--- config.mk ---
export PLATFORM = sky130hd
export DESIGN_NAME = tsg_sound
export DESIGN_NICKNAME = d
export VERILOG_FILES = /design/src/logic/tsg_pkg.sv /design/src/logic/tsg_sound.sv
export VERILOG_INCLUDE_DIRS = /design/src /design/src/logic
export SDC_FILE = /design/constraint.sdc
export NUM_CORES = 1
export LEC_CHECK = 0
export BUFFER_PORTS_ARGS = -buffer_cell sky130_fd_sc_hd__buf_2
export CAP_MARGIN = 20
export CORE_MARGIN = 1.5
export CORE_UTILIZATION = 54
export DETAILED_ROUTE_END_ITERATION = 10
export PLACE_DENSITY = 0.81
export SLEW_MARGIN = 20
export SYNTH_ARGS = -nofsm -noshare
export SYNTH_HDL_FRONTEND = slang
export SYNTH_SLANG_ARGS = --single-unit
--- constraint.sdc ---
create_clock -name mclk -period 1.92 [get_ports mclk]
set_input_delay 0.384 -clock mclk [delete_from_list [all_inputs] [get_ports mclk]]
set_output_delay 0.384 -clock mclk [all_outputs]
set_load 0.005 [all_outputs]
--- src/logic/tsg_defines.svh ---
`ifndef TSG_DEFINES_SVH
`define TSG_DEFINES_SVH
// System register addresses
`define TSG_A_PORT_MODE_CONTROL 5'h13
`define TSG_A_C1L 5'h17
`define TSG_A_C1H 5'h18
`define TSG_A_C2N1 5'h19
`define TSG_A_C2N2 5'h1a
`define TSG_A_C2N3 5'h1b
`define TSG_A_C2N4 5'h1c
`define TSG_A_CTL 5'h1d
`define TSG_A_MODE 5'h1e
// Reset values
`define TSG_RST_NIB 4'h0
`define TSG_RST_CODE 7'h00
`define TSG_NOISE_SEED 15'h0001
// Divider and clock selection
`define TSG_CODE_LAST 7'h40
`define TSG_OCT_LAST 3'h7
`define TSG_HF_LAST 4'hf
`define TSG_SRC_LF 2'h0
`define TSG_SRC_LF2 2'h1
`define TSG_SRC_HF 2'h2
`define TSG_SRC_HF16 2'h3
// Envelope bit positions in the slow counter
`define TSG_ENV_1HZ 14
`define TSG_ENV_4HZ 12
`define TSG_ENV_8HZ 11
`define TSG_ENV_32HZ 9
`endif

--- src/logic/tsg_pkg.sv ---
package tsg_pkg;
	// Register at $1e
	typedef struct packed
	{
		logic [1:0] clk_sel;
		logic noise_function_bit;
		logic alarm_function_bit;
	} tsg_mode_t;
	// Register at $1d
	typedef struct packed
	{
		logic [1:0] vol;
		logic second_channel_enable;
		logic first_channel_enable;
	} tsg_ctl_t;
	// Register at $13
	typedef struct packed
	{
		logic pull_up;
		logic inverted_sound_pin_route;
		logic sound_pin_route;
		logic heavy_load;
	} tsg_port_mode_control_t;
	// Shared port A pins
	typedef struct packed
	{
		logic port_a_bit1_sel;
		logic port_a_bit1_out;
		logic port_a_bit2_sel;
		logic port_a_bit2_out;
	} tsg_pins_t;
endpackage

--- src/logic/tsg_sound.sv ---
`include "tsg_defines.svh"

// Overview of operation
// - Source select picks LF, LF/2, HF, HF/16
// - Channel one: 7-bit divider, octave 1 or 1/8
// - Channel one runs only while enabled
// - Channel two: 7-bit divider, 15-bit noise, enable, octave
// - Channel two gives noise or tone; alarm envelope gates channel one
// - Function bits choose tone, noise or alarm
// - Mixer joins channels, then volume control
// - Route bits hand pins to sound, inverted
// - Volume codes 00..11 give levels 1..4
// - Codes follow pseudo-random sequence to N
// - Source 00 forces volume level four
// - Half period is N scaled tone clocks
// - Alarm bits pick 1/4/8/32 Hz envelopes
module tsg_sound
(
	// Clock and reset
	input wire logic mclk,
	input wire logic nrst,
	// Oscillator pins
	input wire logic low_frequency_source,
	input wire logic high_frequency_source,
	// System register port
	input wire logic [4:0] sys_addr,
	input wire logic sys_wr,
	input wire logic sys_rd,
	input wire logic [3:0] sys_wdata,
	output logic [3:0] sys_rdata,
	// Port A sharing and port mode
	output tsg_pkg::tsg_pins_t pins,
	output tsg_pkg::tsg_port_mode_control_t port_mode
);

	function automatic logic [6:0] step7(input logic [6:0] s);
		step7 = {s[5:0], s[6] ^ s[5]};
	endfunction

	function automatic logic scaled(input logic oct, input logic [2:0] pre);
		scaled = !oct || (pre == `TSG_OCT_LAST);
	endfunction

	//==========================================
	// Oscillator synchronisers
	logic lf_s1_reg, lf_s2_reg, lf_s3_reg;
	logic hf_s1_reg, hf_s2_reg, hf_s3_reg;
	logic lf_edge, hf_edge;

	always_ff @(posedge mclk or negedge nrst)
	begin
		if (!nrst)
		begin
			lf_s1_reg <= 1'b0;
			lf_s2_reg <= 1'b0;
			lf_s3_reg <= 1'b0;
			hf_s1_reg <= 1'b0;
			hf_s2_reg <= 1'b0;
			hf_s3_reg <= 1'b0;
		end
		else
		begin
			lf_s1_reg <= low_frequency_source;
			lf_s2_reg <= lf_s1_reg;
			lf_s3_reg <= lf_s2_reg;
			hf_s1_reg <= high_frequency_source;
			hf_s2_reg <= hf_s1_reg;
			hf_s3_reg <= hf_s2_reg;
		end
	end

	// Each oscillator must stay below a quarter of mclk
	assign lf_edge = lf_s2_reg && !lf_s3_reg;
	assign hf_edge = hf_s2_reg && !hf_s3_reg;

	//==========================================
	// Registers
	tsg_pkg::tsg_mode_t mode_reg;
	tsg_pkg::tsg_ctl_t ctl_reg;
	tsg_pkg::tsg_port_mode_control_t port_mode_control_reg;
	logic [6:0] code1_reg;
	logic first_channel_octave_reg;
	logic [14:0] code2_reg;
	logic second_channel_octave_reg;
	logic [3:0] env_bits;
	logic wr_ok;

	assign wr_ok = sys_wr;

	always_ff @(posedge mclk or negedge nrst)
	begin
		if (!nrst)
		begin
			mode_reg <= `TSG_RST_NIB;
			ctl_reg <= `TSG_RST_NIB;
			port_mode_control_reg <= `TSG_RST_NIB;
		end
		else if (wr_ok)
		begin
			if (sys_addr == `TSG_A_PORT_MODE_CONTROL)
				port_mode_control_reg <= sys_wdata;
			else if (sys_addr == `TSG_A_CTL)
				ctl_reg <= sys_wdata;
			else if (sys_addr == `TSG_A_MODE)
				mode_reg <= sys_wdata;
		end
	end

	always_ff @(posedge mclk or negedge nrst)
	begin
		if (!nrst)
		begin
			code1_reg <= `TSG_RST_CODE;
			first_channel_octave_reg <= 1'b0;
			code2_reg <= 15'h0000;
			second_channel_octave_reg <= 1'b0;
		end
		else if (wr_ok)
		begin
			if (sys_addr == `TSG_A_C1L)
				code1_reg[3:0] <= sys_wdata;
			else if (sys_addr == `TSG_A_C1H)
			begin
				code1_reg[6:4] <= sys_wdata[2:0];
				first_channel_octave_reg <= sys_wdata[3];
			end
			else if (sys_addr == `TSG_A_C2N1)
				code2_reg[3:0] <= sys_wdata;
			else if (sys_addr == `TSG_A_C2N2)
				code2_reg[7:4] <= sys_wdata;
			else if (sys_addr == `TSG_A_C2N3)
				code2_reg[11:8] <= sys_wdata;
			else if (sys_addr == `TSG_A_C2N4)
			begin
				code2_reg[14:12] <= sys_wdata[2:0];
				second_channel_octave_reg <= sys_wdata[3];
			end
		end
	end

	// Only $13 reads back; $19 returns the envelope bits, in alarm mode only; the rest are write only
	always_ff @(posedge mclk or negedge nrst)
	begin
		if (!nrst)
			sys_rdata <= 4'h0;
		else if (sys_rd)
		begin
			if (sys_addr == `TSG_A_PORT_MODE_CONTROL)
				sys_rdata <= port_mode_control_reg;
			else if (sys_addr == `TSG_A_C2N1 && mode_reg.alarm_function_bit)
				sys_rdata <= env_bits;
			else
				sys_rdata <= 4'h0;
		end
	end

	assign port_mode = port_mode_control_reg;

	//==========================================
	// Tone clock multiplexer
	logic lf_half_reg;
	logic [3:0] hf_cnt_reg;
	logic tone_tick;

	always_ff @(posedge mclk or negedge nrst)
	begin
		if (!nrst)
		begin
			lf_half_reg <= 1'b0;
			hf_cnt_reg <= 4'h0;
		end
		else
		begin
			if (lf_edge)
				lf_half_reg <= !lf_half_reg;
			if (hf_edge)
				hf_cnt_reg <= hf_cnt_reg + 4'h1;
		end
	end

	always_comb
	begin
		case (mode_reg.clk_sel)
			`TSG_SRC_LF: tone_tick = lf_edge;
			`TSG_SRC_LF2: tone_tick = lf_edge && lf_half_reg;
			`TSG_SRC_HF: tone_tick = hf_edge;
			default: tone_tick = hf_edge && (hf_cnt_reg == `TSG_HF_LAST);
		endcase
	end

	//==========================================
	// Channel one
	logic [2:0] pre1_reg;
	logic [6:0] ch1_lfsr_reg;
	logic first_channel_output_reg;
	logic ch1_tick;
	logic en1, en2, alarm;

	assign en1 = ctl_reg.first_channel_enable;
	assign en2 = ctl_reg.second_channel_enable;
	assign alarm = mode_reg.alarm_function_bit;
	assign ch1_tick = tone_tick && en1 && scaled(first_channel_octave_reg, pre1_reg);

	always_ff @(posedge mclk or negedge nrst)
	begin
		if (!nrst)
			pre1_reg <= 3'h0;
		else if (tone_tick && en1)
			pre1_reg <= pre1_reg + 3'h1;
	end

	// A zero code never reaches the last state, so the channel stays silent
	always_ff @(posedge mclk or negedge nrst)
	begin
		if (!nrst)
		begin
			ch1_lfsr_reg <= `TSG_RST_CODE;
			first_channel_output_reg <= 1'b0;
		end
		else if (ch1_tick)
		begin
			if (ch1_lfsr_reg == `TSG_CODE_LAST)
			begin
				ch1_lfsr_reg <= code1_reg;
				first_channel_output_reg <= !first_channel_output_reg;
			end
			else if (ch1_lfsr_reg == 7'h00)
				ch1_lfsr_reg <= code1_reg;
			else
				ch1_lfsr_reg <= step7(ch1_lfsr_reg);
		end
	end

	//==========================================
	// Channel two
	logic [2:0] pre2_reg;
	logic [6:0] ch2_lfsr_reg;
	logic [14:0] noise_reg;
	logic ch2_tone_reg;
	logic ch2_tick;
	logic second_channel_output;

	assign ch2_tick = tone_tick && en2 && scaled(second_channel_octave_reg, pre2_reg);

	always_ff @(posedge mclk or negedge nrst)
	begin
		if (!nrst)
			pre2_reg <= 3'h0;
		else if (tone_tick && en2)
			pre2_reg <= pre2_reg + 3'h1;
	end

	always_ff @(posedge mclk or negedge nrst)
	begin
		if (!nrst)
		begin
			ch2_lfsr_reg <= `TSG_RST_CODE;
			ch2_tone_reg <= 1'b0;
		end
		else if (ch2_tick && !alarm)
		begin
			if (ch2_lfsr_reg == `TSG_CODE_LAST)
			begin
				ch2_lfsr_reg <= code2_reg[14:8];
				ch2_tone_reg <= !ch2_tone_reg;
			end
			else if (ch2_lfsr_reg == 7'h00)
				ch2_lfsr_reg <= code2_reg[14:8];
			else
				ch2_lfsr_reg <= step7(ch2_lfsr_reg);
		end
	end

	// Seeded non-zero so the noise sequence can never lock up
	always_ff @(posedge mclk or negedge nrst)
	begin
		if (!nrst)
			noise_reg <= `TSG_NOISE_SEED;
		else if (ch2_tick && mode_reg.noise_function_bit && !alarm)
			noise_reg <= {noise_reg[13:0], noise_reg[14] ^ noise_reg[13]};
	end

	assign second_channel_output = mode_reg.noise_function_bit ? noise_reg[14] : ch2_tone_reg;

	//==========================================
	// Alarm envelope
	logic [14:0] env_cnt_reg;
	logic envelope;

	always_ff @(posedge mclk or negedge nrst)
	begin
		if (!nrst)
			env_cnt_reg <= 15'h0000;
		else if (lf_edge)
			env_cnt_reg <= env_cnt_reg + 15'h0001;
	end

	assign env_bits = {env_cnt_reg[`TSG_ENV_32HZ], env_cnt_reg[`TSG_ENV_8HZ],
		env_cnt_reg[`TSG_ENV_4HZ], env_cnt_reg[`TSG_ENV_1HZ]};
	assign envelope = (code2_reg[3:0] == 4'h0) || |(code2_reg[3:0] & env_bits);

	//==========================================
	// Mixer and volume
	logic mix;
	logic [1:0] pwm_reg;
	logic gate;
	logic psg_reg;

	always_comb
	begin
		if (alarm)
			mix = en1 && first_channel_output_reg && envelope;
		else
			mix = (en1 && first_channel_output_reg) || (en2 && second_channel_output);
	end

	always_ff @(posedge mclk or negedge nrst)
	begin
		if (!nrst)
			pwm_reg <= 2'h0;
		else if (tone_tick)
			pwm_reg <= pwm_reg + 2'h1;
	end

	// The undivided LF source (00) cannot chop fast enough, so volume is bypassed there; LF/2 keeps it
	assign gate = (mode_reg.clk_sel == `TSG_SRC_LF) || (pwm_reg <= ctl_reg.vol);

	always_ff @(posedge mclk or negedge nrst)
	begin
		if (!nrst)
			psg_reg <= 1'b0;
		else
			psg_reg <= mix && gate;
	end

	always_ff @(posedge mclk or negedge nrst)
	begin
		if (!nrst)
			pins <= 4'h0;
		else
		begin
			pins.port_a_bit1_sel <= port_mode_control_reg.sound_pin_route;
			pins.port_a_bit1_out <= port_mode_control_reg.sound_pin_route && psg_reg;
			pins.port_a_bit2_sel <= port_mode_control_reg.inverted_sound_pin_route;
			pins.port_a_bit2_out <= port_mode_control_reg.inverted_sound_pin_route && !psg_reg;
		end
	end
endmodule

==> results of run 1 <==
final cells by class:
cell class	count	area [um^2]	share of cell area, %
timing repair buffer	51	359.1	6.921
sequential	106	2654	51.15
clock buffer	9	123.9	2.387
multi-input combinational	218	1793	34.56
tap	105	131.4	2.532
inverter	18	67.56	1.302
clock inverter	7	60.06	1.157
logic make-up after synthesis:
logic type,synth area share [%]
and+or+nand+nor,9.192
muxes,15.86
adders and majority gates,2.215
buffers and inverters,2.353
DFF,58.72
xor gates and xnor gates,5.039
AOI/OAI and AO/OA,6.617
path summary, 6_finish.rpt:
path / startpoint / endpoint / slack, ns / cells past startpoint
max: mode_reg[2]$_DFFE_PN0P_ / noise_reg[8]$_DFFE_PN0P_ / -0.002 / 5
min: low_frequency_source / lf_s1_reg$_DFF_PN0_ / 0.12 / 1
max reg2reg: mode_reg[2]$_DFFE_PN0P_ / noise_reg[8]$_DFFE_PN0P_ / -0.002 / 5
min reg2reg: hf_s1_reg$_DFF_PN0_ / hf_s2_reg$_DFF_PN0_ / 0.35 / 0
max in group asynchronous: nrst / noise_reg[0]$_DFFE_PN1P_ / 0.84 / 3
min in group asynchronous: nrst / ch1_lfsr_reg[2]$_DFFE_PN0P_ / 0.47 / 2
critical path, cell delays in order (launching register included):
cell	delay [ns]
sky130_fd_sc_hd__dfrtp_1	0.40
sky130_fd_sc_hd__nor2b_4	0.13
sky130_fd_sc_hd__or3_4	0.38
sky130_fd_sc_hd__a2111oi_4	0.37
sky130_fd_sc_hd__buf_6	0.19
sky130_fd_sc_hd__mux2_2	0.33
stage by stage:
step           utilization (%)  hold WS, ns  cell area [um^2]
2_1_floorplan                -      0.08841              4519
3_3_place_gp             60.45       0.3344              4942
3_5_place_dp             60.45       0.3347              4942
4_1_cts                  62.92       0.1074              5144
5_1_grt                  63.47      0.09995              5189
6_report                 63.47       0.1190              5189
what timing repair did:
action	CTS	global route
gates resized for setup	0	13
gates cloned	0	0
setup buffers	1	0
pin swaps	2	0
hold endpoints to repair	28	0
endpoints found under the setup margin	15	23
hold buffers	1	0
routing by layer:
layer  share of wire, %  vias up  global-route usage (%)
met5                  0        -                       0
met4                3.0        0                   9.080
met3                3.1       28                   4.750
met2                 48       47                   30.70
met1                 46     1460                   27.16
li1                   -     1345                       -
power groups by stage:
| stage | Clock, mW | Combinational [mW] | Sequential, mW |
|---|---|---|---|
| 6_report | 1.30 | 1.42 | 3.09 |
| 5_1_grt | 1.42 | 1.60 | 3.16 |
| 3_3_place_gp | 0 | 1.33 | 3.09 |
| 2_1_floorplan | 0 | 0.951 | 3.03 |
| 3_5_place_dp | 0 | 1.41 | 3.12 |
| 4_1_cts | 1.33 | 1.41 | 3.08 |
cells in the final DEF, fill, tap and decap left out, types with 3 or more instances in the layout:
master,n
sky130_fd_sc_hd__a211oi_1,3
sky130_fd_sc_hd__buf_6,3
sky130_fd_sc_hd__nor2b_1,3
sky130_fd_sc_hd__mux2_4,5
sky130_fd_sc_hd__dfrtp_1,105
sky130_fd_sc_hd__a21oi_1,18
sky130_fd_sc_hd__nor3_1,4
sky130_fd_sc_hd__nand3_1,11
sky130_fd_sc_hd__and3_1,3
sky130_fd_sc_hd__buf_4,20
sky130_fd_sc_hd__a22oi_1,5
sky130_fd_sc_hd__xnor2_1,21
sky130_fd_sc_hd__mux2i_1,12
sky130_fd_sc_hd__nand4_1,4
sky130_fd_sc_hd__o21ai_0,6
sky130_fd_sc_hd__mux2_2,48
sky130_fd_sc_hd__nor2_1,13
sky130_fd_sc_hd__inv_6,3
sky130_fd_sc_hd__clkbuf_8,9
sky130_fd_sc_hd__ha_1,8
sky130_fd_sc_hd__xor2_1,5
sky130_fd_sc_hd__inv_1,18
sky130_fd_sc_hd__and2_1,3
sky130_fd_sc_hd__buf_2,25
sky130_fd_sc_hd__nand2_1,17
==> summary.txt, run 1 <==
Run status
  • Status: finished, violations left
  • Violated checks: setup timing

GRT
  • Vias in the first global route: 2934
  • Total routing resource utilization after global routing: approximately a fifth
  • Remaining Overflow, GRT: 0
  • Initial antenna violation count: 0
  • Maximum number of pins on one net before global-route repair: roughly 40
  • Wire length of the first global-routing pass: approximately 14000 um

Timing
  • Setup skew after layout: 0.01179 ns
  • Number of endpoints with negative hold slack in the final report: 0
  • Rel. slew slack: about two thirds
  • Transition time at the pin with the least slew margin: around 0.5 ns
  • Final number of setup-violating endpoints: 1
  • RSZ-0062 raised after global routing: true
  • Highest Clock Rate: 0.5204 GHz
  • Final slew viol count: 0
  • Tcrit/Tclk final: 100.1%
  • Setup Total Neg Slack: -0.001759 ns
  • Final critical delay including setup and external delays: 1.922 ns
  • Final worst slack: -0.001759 ns

Power
  • Power per Cell Area: 1119 nW/um^2
  • Switching Fraction: around a third
  • Combinational fraction of design power: 24.5%
  • Total power consumption of the routed design: between 5 and 6 mW
  • Leakage power figure: between 2 and 2.5 nW
  • Relative contribution of the clock network to total power: 22.3%
  • Proportion of power drawn by flip-flops and latches: a little over half
  • Max VDD drop: approximately 0.74 mV
  • Internal cell power: between 3 and 4 mW
  • Sw power: 1.859 mW

Placed design
  • RePlAce Congestion: 0.7959
  • Post-Place Setup Slack: -0.04339 ns
  • Final HPWL from detailed placement: ~5800 um
  • Buffers added on ports: 26
  • Number of placed instances, taps included: 496

Drt
  • Sum of routed wire length over all layers: 8036 um
  • Detailed-routing iteration count for the pre-antenna-repair pass: 4
  • Number of nets with antenna violations after detailed routing: 0
  • Vias per std cell: between 5 and 6
  • Via count: 2880
  • Post-detailed-route DRC marker count: 0
  • Routed len/inst: between 15 and 20 um
  • First DRT Iteration DRCs: roughly 140

Final layout
  • Area growth from synthesis to layout: 14.81%
  • Share of cells above drive strength 1: a little under a third
  • Net count of the finished layout: between 400 and 500
  • Post-route non-filler standard cell count: around 510
  • Diodes inserted: 0
  • FILL cells: between 500 and 600

Synthesis
  • Primary flip-flop cell chosen by synthesis mapping: sky130_fd_sc_hd__dfrtp_1
  • Cell area after synthesis: between 4000 and 5000 um^2
  • Leading area contributor after synthesis: sky130_fd_sc_hd__dfrtp_1
  • Fraction of synthesized cell area taken by the top area cell type: approximately three fifths
  • Top area cells in the synthesized netlist: sky130_fd_sc_hd__dfrtp_1, sky130_fd_sc_hd__mux2_2, sky130_fd_sc_hd__xnor2_1
  • Share of synthesized area occupied by flip-flops and latches: a little under 60%
  • Share of synthesized flip-flops with an asynchronous set or reset: 100.0%
  • Library cells used by synthesis: 47
  • Synthesis Warnings: 0
  • Most frequent cell after synthesis: sky130_fd_sc_hd__dfrtp_1
  • Post-synthesis cell count: approximately 350
  • Number of nets produced by synthesis: 371
  • Average cell area after synthesis: 12.99 um^2
  • Number of storage elements in the synthesis netlist: ~110
  • Most frequent cells after synthesis: sky130_fd_sc_hd__dfrtp_1, sky130_fd_sc_hd__mux2_2, sky130_fd_sc_hd__xnor2_1
  • Number of synthesized flops with an enable pin: 0

Clock tree
  • Sink Count: between 100 and 150
  • TritonCTS clock tree: done
  • CTS HTree Levels: 3
  • Number of buffers inserted during clock tree synthesis: 9
  • Maximum count of clock buffers along a single path: 2
  • CTS root buffer: sky130_fd_sc_hd__clkbuf_8
  • Worst skew pair latency: around 0.38 ns
  • Clock edge transition at the registers on the reported setup and hold paths: roughly 0.10 ns

Floorplanning
  • Die X-Extent: between 90 and 100 um
  • Floorplan die area: slightly below 9000 um^2
  • Die height: ~94 um
  • Core area: 8175 um^2
  • Total number of placement rows: 33
  • Initial Util: ~55%
  • Total I/O pin count: 27

Setup path
  • Max FO, Critical Path: 8
  • Data required time of the critical path: about 2.2 ns
  • Critical path class: register to register
  • Crit path launch type: register
  • Arrival time of the worst setup path: about 2.2 ns
  • Sort of element at the end of the critical path: register

Job
  • Max cap viols: 0

Hold path
  • Min-Delay Path Class: input port to register
No activity file was read; power rests on OpenSTA's default activity.
==> run 2, diff against run 1 <==
--- a/config.mk
+++ b/config.mk
@@ -8,6 +8,7 @@
 export LEC_CHECK = 0
 export BUFFER_PORTS_ARGS = -buffer_cell sky130_fd_sc_hd__buf_2
 export CAP_MARGIN = 20
+export CORE_ASPECT_RATIO = 1.2
 export CORE_MARGIN = 1.5
 export CORE_UTILIZATION = 54
 export DETAILED_ROUTE_END_ITERATION = 10
==> run 2 against run 1 <==
The flow still finishes with violations (setup timing). Total power rose by 0.65%. Maximum frequency shrank 0.90%. Largest power group unchanged. Clock power about the same. Highest routed layer unchanged. Sequential share of layout area increased by 0.40 points. Critical path type unchanged. Clock-buffer cell count unchanged. Clock skew is 0.00082 ns higher. Die area about the same. Sequential power is essentially flat. Critical endpoint is now noise_reg[3]$_DFFE_PN0P_. First-iteration DRC count unchanged. Global-route usage up 0.35 points. Final area is 0.77% lower. Largest cell class unchanged. Non-clock buffer count shrank 3.
==> summary.txt, run 2 (same netlist as run 1, synthesis figures left out) <==
Drt
  • Number of nets with antenna violations after detailed routing: 0 (unchanged)
  • Sum of routed wire length over all layers: 8171 um (was 8036 um)
  • Via count: 2805 (was 2880)
  • Routed len/inst: 16.31 um (was 15.63 um)
  • Post-detailed-route DRC marker count: 0 (unchanged)
  • First DRT Iteration DRCs: 143 (unchanged)
  • Vias per std cell: 5.599 (was 5.603)
  • Detailed-routing iteration count for the pre-antenna-repair pass: 4 (unchanged)

Setup path
  • Critical path class: register to register (unchanged)
  • Crit path launch type: register (unchanged)
  • Launch point of the worst path: lf_s3_reg$_DFF_PN0_ (was mode_reg[2]$_DFFE_PN0P_)
  • Critical path, cell by cell: nand2b_4, or3_4, a2111oi_4, buf_12, mux2_2 (was nor2b_4, or3_4, a2111oi_4, buf_6, mux2_2)
  • Buf/Inv on CP: 1 (unchanged)
  • Data required time of the critical path: 2.18 ns (about the same)
  • Critical register-to-register path startpoint: lf_s3_reg$_DFF_PN0_ (was mode_reg[2]$_DFFE_PN0P_)
  • Arrival time of the worst setup path: 2.20 ns (was 2.18 ns)
  • Longest individual stage delay on the worst path: 0.40 ns (about the same)
  • Cell family with most CP delay: simple AND/OR/NAND/NOR gates (unchanged)
  • Sort of element at the end of the critical path: register (unchanged)
  • Slowest CP cell: sky130_fd_sc_hd__or3_4 (was sky130_fd_sc_hd__dfrtp_1)
  • Max FO, Critical Path: 15 (was 8)

Timing
  • Tcrit/Tclk final: 101.0% (was 100.1%)
  • RSZ-0062 raised after global routing: true (unchanged)
  • Highest Clock Rate: 0.5157 GHz (was 0.5204 GHz)
  • Transition time at the pin with the least slew margin: 0.4745 ns (was 0.5044 ns)
  • Final worst slack: -0.01928 ns (was -0.001759 ns)
  • Final number of setup-violating endpoints: 12 (was 1)
  • Rel. slew slack: 68.29% (was 66.25%)
  • Final critical delay including setup and external delays: 1.939 ns (was 1.922 ns)
  • Number of endpoints with negative hold slack in the final report: 0 (unchanged)
  • Setup skew after layout: 0.01261 ns (was 0.01179 ns)
  • Final slew viol count: 0 (unchanged)
  • Hold slack: 0.1121 ns (was 0.1190 ns)

Clock tree
  • Total setup buffers inserted after CTS: 0 (was 1)
  • Worst skew pair latency: 0.37 ns (was 0.38 ns)
  • CTS root buffer: sky130_fd_sc_hd__clkbuf_8 (unchanged)
  • Maximum count of clock buffers along a single path: 2 (unchanged)
  • TritonCTS clock tree: done (unchanged)
  • Sink Count: 106 (unchanged)
  • CTS HTree Levels: 3 (unchanged)
  • Clock edge transition at the registers on the reported setup and hold paths: 0.11 ns (was 0.10 ns)
  • Number of buffers inserted during clock tree synthesis: 9 (unchanged)

Run status
  • Status: finished, violations left (unchanged)
  • Violated checks: setup timing (unchanged)

Placed design
  • RePlAce Congestion: 0.8048 (was 0.7959)
  • Buffers added on ports: 26 (unchanged)
  • Final HPWL from detailed placement: 5873 um (was 5792 um)

Floorplanning
  • Total I/O pin count: 27 (unchanged)
  • Die height: 103.2 um (was 94.48 um)
  • Initial Util: 55.74% (was 55.28%)
  • Floorplan die area: 8929 um^2 (was 8926 um^2)
  • Total number of placement rows: 36 (was 33)
  • Core area: 8108 um^2 (was 8175 um^2)
  • Die X-Extent: 86.51 um (was 94.48 um)

Final layout
  • Share of cells above drive strength 1: 30.54% (was 31.30%)
  • Area growth from synthesis to layout: 13.93% (was 14.81%)
  • Diodes inserted: 0 (unchanged)
  • Leading cell types in the layout, fill and taps excluded: sky130_fd_sc_hd__dfrtp_1, sky130_fd_sc_hd__mux2_2, sky130_fd_sc_hd__buf_2 (unchanged)
  • Net count of the finished layout: 424 (was 427)
  • Most frequent standard cell in the layout excluding fill and tap cells: sky130_fd_sc_hd__dfrtp_1 (unchanged)

GRT
  • GRT met3 Usage: 4.921% (was 4.750%)
  • Maximum number of pins on one net before global-route repair: 35 (was 41)
  • Grt met2 use: 33.77% (was 30.70%)
  • Remaining Overflow, GRT: 0 (unchanged)
  • Wire length of the first global-routing pass: 13700 um (unchanged)
  • Initial antenna violation count: 0 (unchanged)
  • Vias in the first global route: 2924 (was 2934)
  • Busiest metal layer after global routing: met2 (unchanged)
  • Total routing resource utilization after global routing: 20.39% (was 20.03%)
  • Global-route met1 utilization: 26.12% (was 27.16%)

Power
  • Power per Cell Area: 1135 nW/um^2 (was 1119 nW/um^2)
  • Max VDD drop: 0.5907 mV (was 0.7438 mV)
  • Leakage power figure: 2.379 nW (was 2.395 nW)
  • Total power consumption of the routed design: 5.844 mW (was 5.807 mW)

Job
  • Max cap viols: 0 (unchanged)

Hold path
  • Min-Delay Path Class: input port to register (unchanged)
  • Min-delay src: high_frequency_source (was low_frequency_source)
==> run 2: where the power goes <==
part           leakage (nW)  total [mW]  switching (mW)  internal, mW
Sequential             1.37        3.09           0.388          2.70
Combinational         0.906        1.42           0.681         0.742
Clock                0.0997        1.33           0.822         0.511
Total                  2.38        5.84            1.89          3.95
==> run 2: path summary, 6_finish.rpt <==
kind                       slack [ns]  cells past startpoint                  endpoint
setup / recovery                -0.02                      5  noise_reg[3]$_DFFE_PN0P_
hold / removal                   0.11                      1       hf_s1_reg$_DFF_PN0_
setup reg to reg                -0.02                      5  noise_reg[3]$_DFFE_PN0P_
hold reg to reg                  0.37                      0       lf_s2_reg$_DFF_PN0_
max in group asynchronous        0.91                      3           en1$_DFFE_PN0P_
min in group asynchronous        0.47                      2  noise_reg[6]$_DFFE_PN0P_
==> run 2: timing repair <==
action / 4_1_cts / 5_1_grt
setup endpoints to repair: 16 / 25
hold buffers: 1 / 0
hold endpoints to repair: 27 / 0
gates resized for setup: 2 / 4
pin swaps: 1 / 0
==> run 2: routing by layer <==
metal,up-vias,part of all wire [%]
li1,1328,-
met1,1433,46
met2,31,50
met3,13,2.4
met4,0,1.9
met5,-,0
==> run 2: cell type report <==
class,count,area (um^2)
inverters,18,67.56
clock buffers,9,123.9
multi-input cells,218,1774
repair buffers,48,341.6
fillers,613,2959
clock inverters,7,68.82
flip-flops and latches,106,2654
well taps,95,118.9
==> run 2: worst reg2reg max path, cell delays in order, from the launching register on <==
cell and delay [ns]:
sky130_fd_sc_hd__dfrtp_1 0.39, sky130_fd_sc_hd__nand2b_4 0.14, sky130_fd_sc_hd__or3_4 0.40, sky130_fd_sc_hd__a2111oi_4 0.36, sky130_fd_sc_hd__buf_12 0.20, sky130_fd_sc_hd__mux2_2 0.34
==> run 2: metrics by stage <==
step	TNS [ns]	instance area, um^2	util (%)	std cells	worst slack, ns
6_report	-0.1530	5149	63.50	501	-0.01928
5_1_grt	-1.658	5149	63.50	501	-0.1247
4_1_cts	-0.3280	5137	63.36	501	-0.03067
3_5_place_dp	-0.07910	4927	60.77	484	-0.01534
3_3_place_gp	0	4927	60.77	484	0.03754
2_1_floorplan	-1.990	4519	-	348	-0.1845
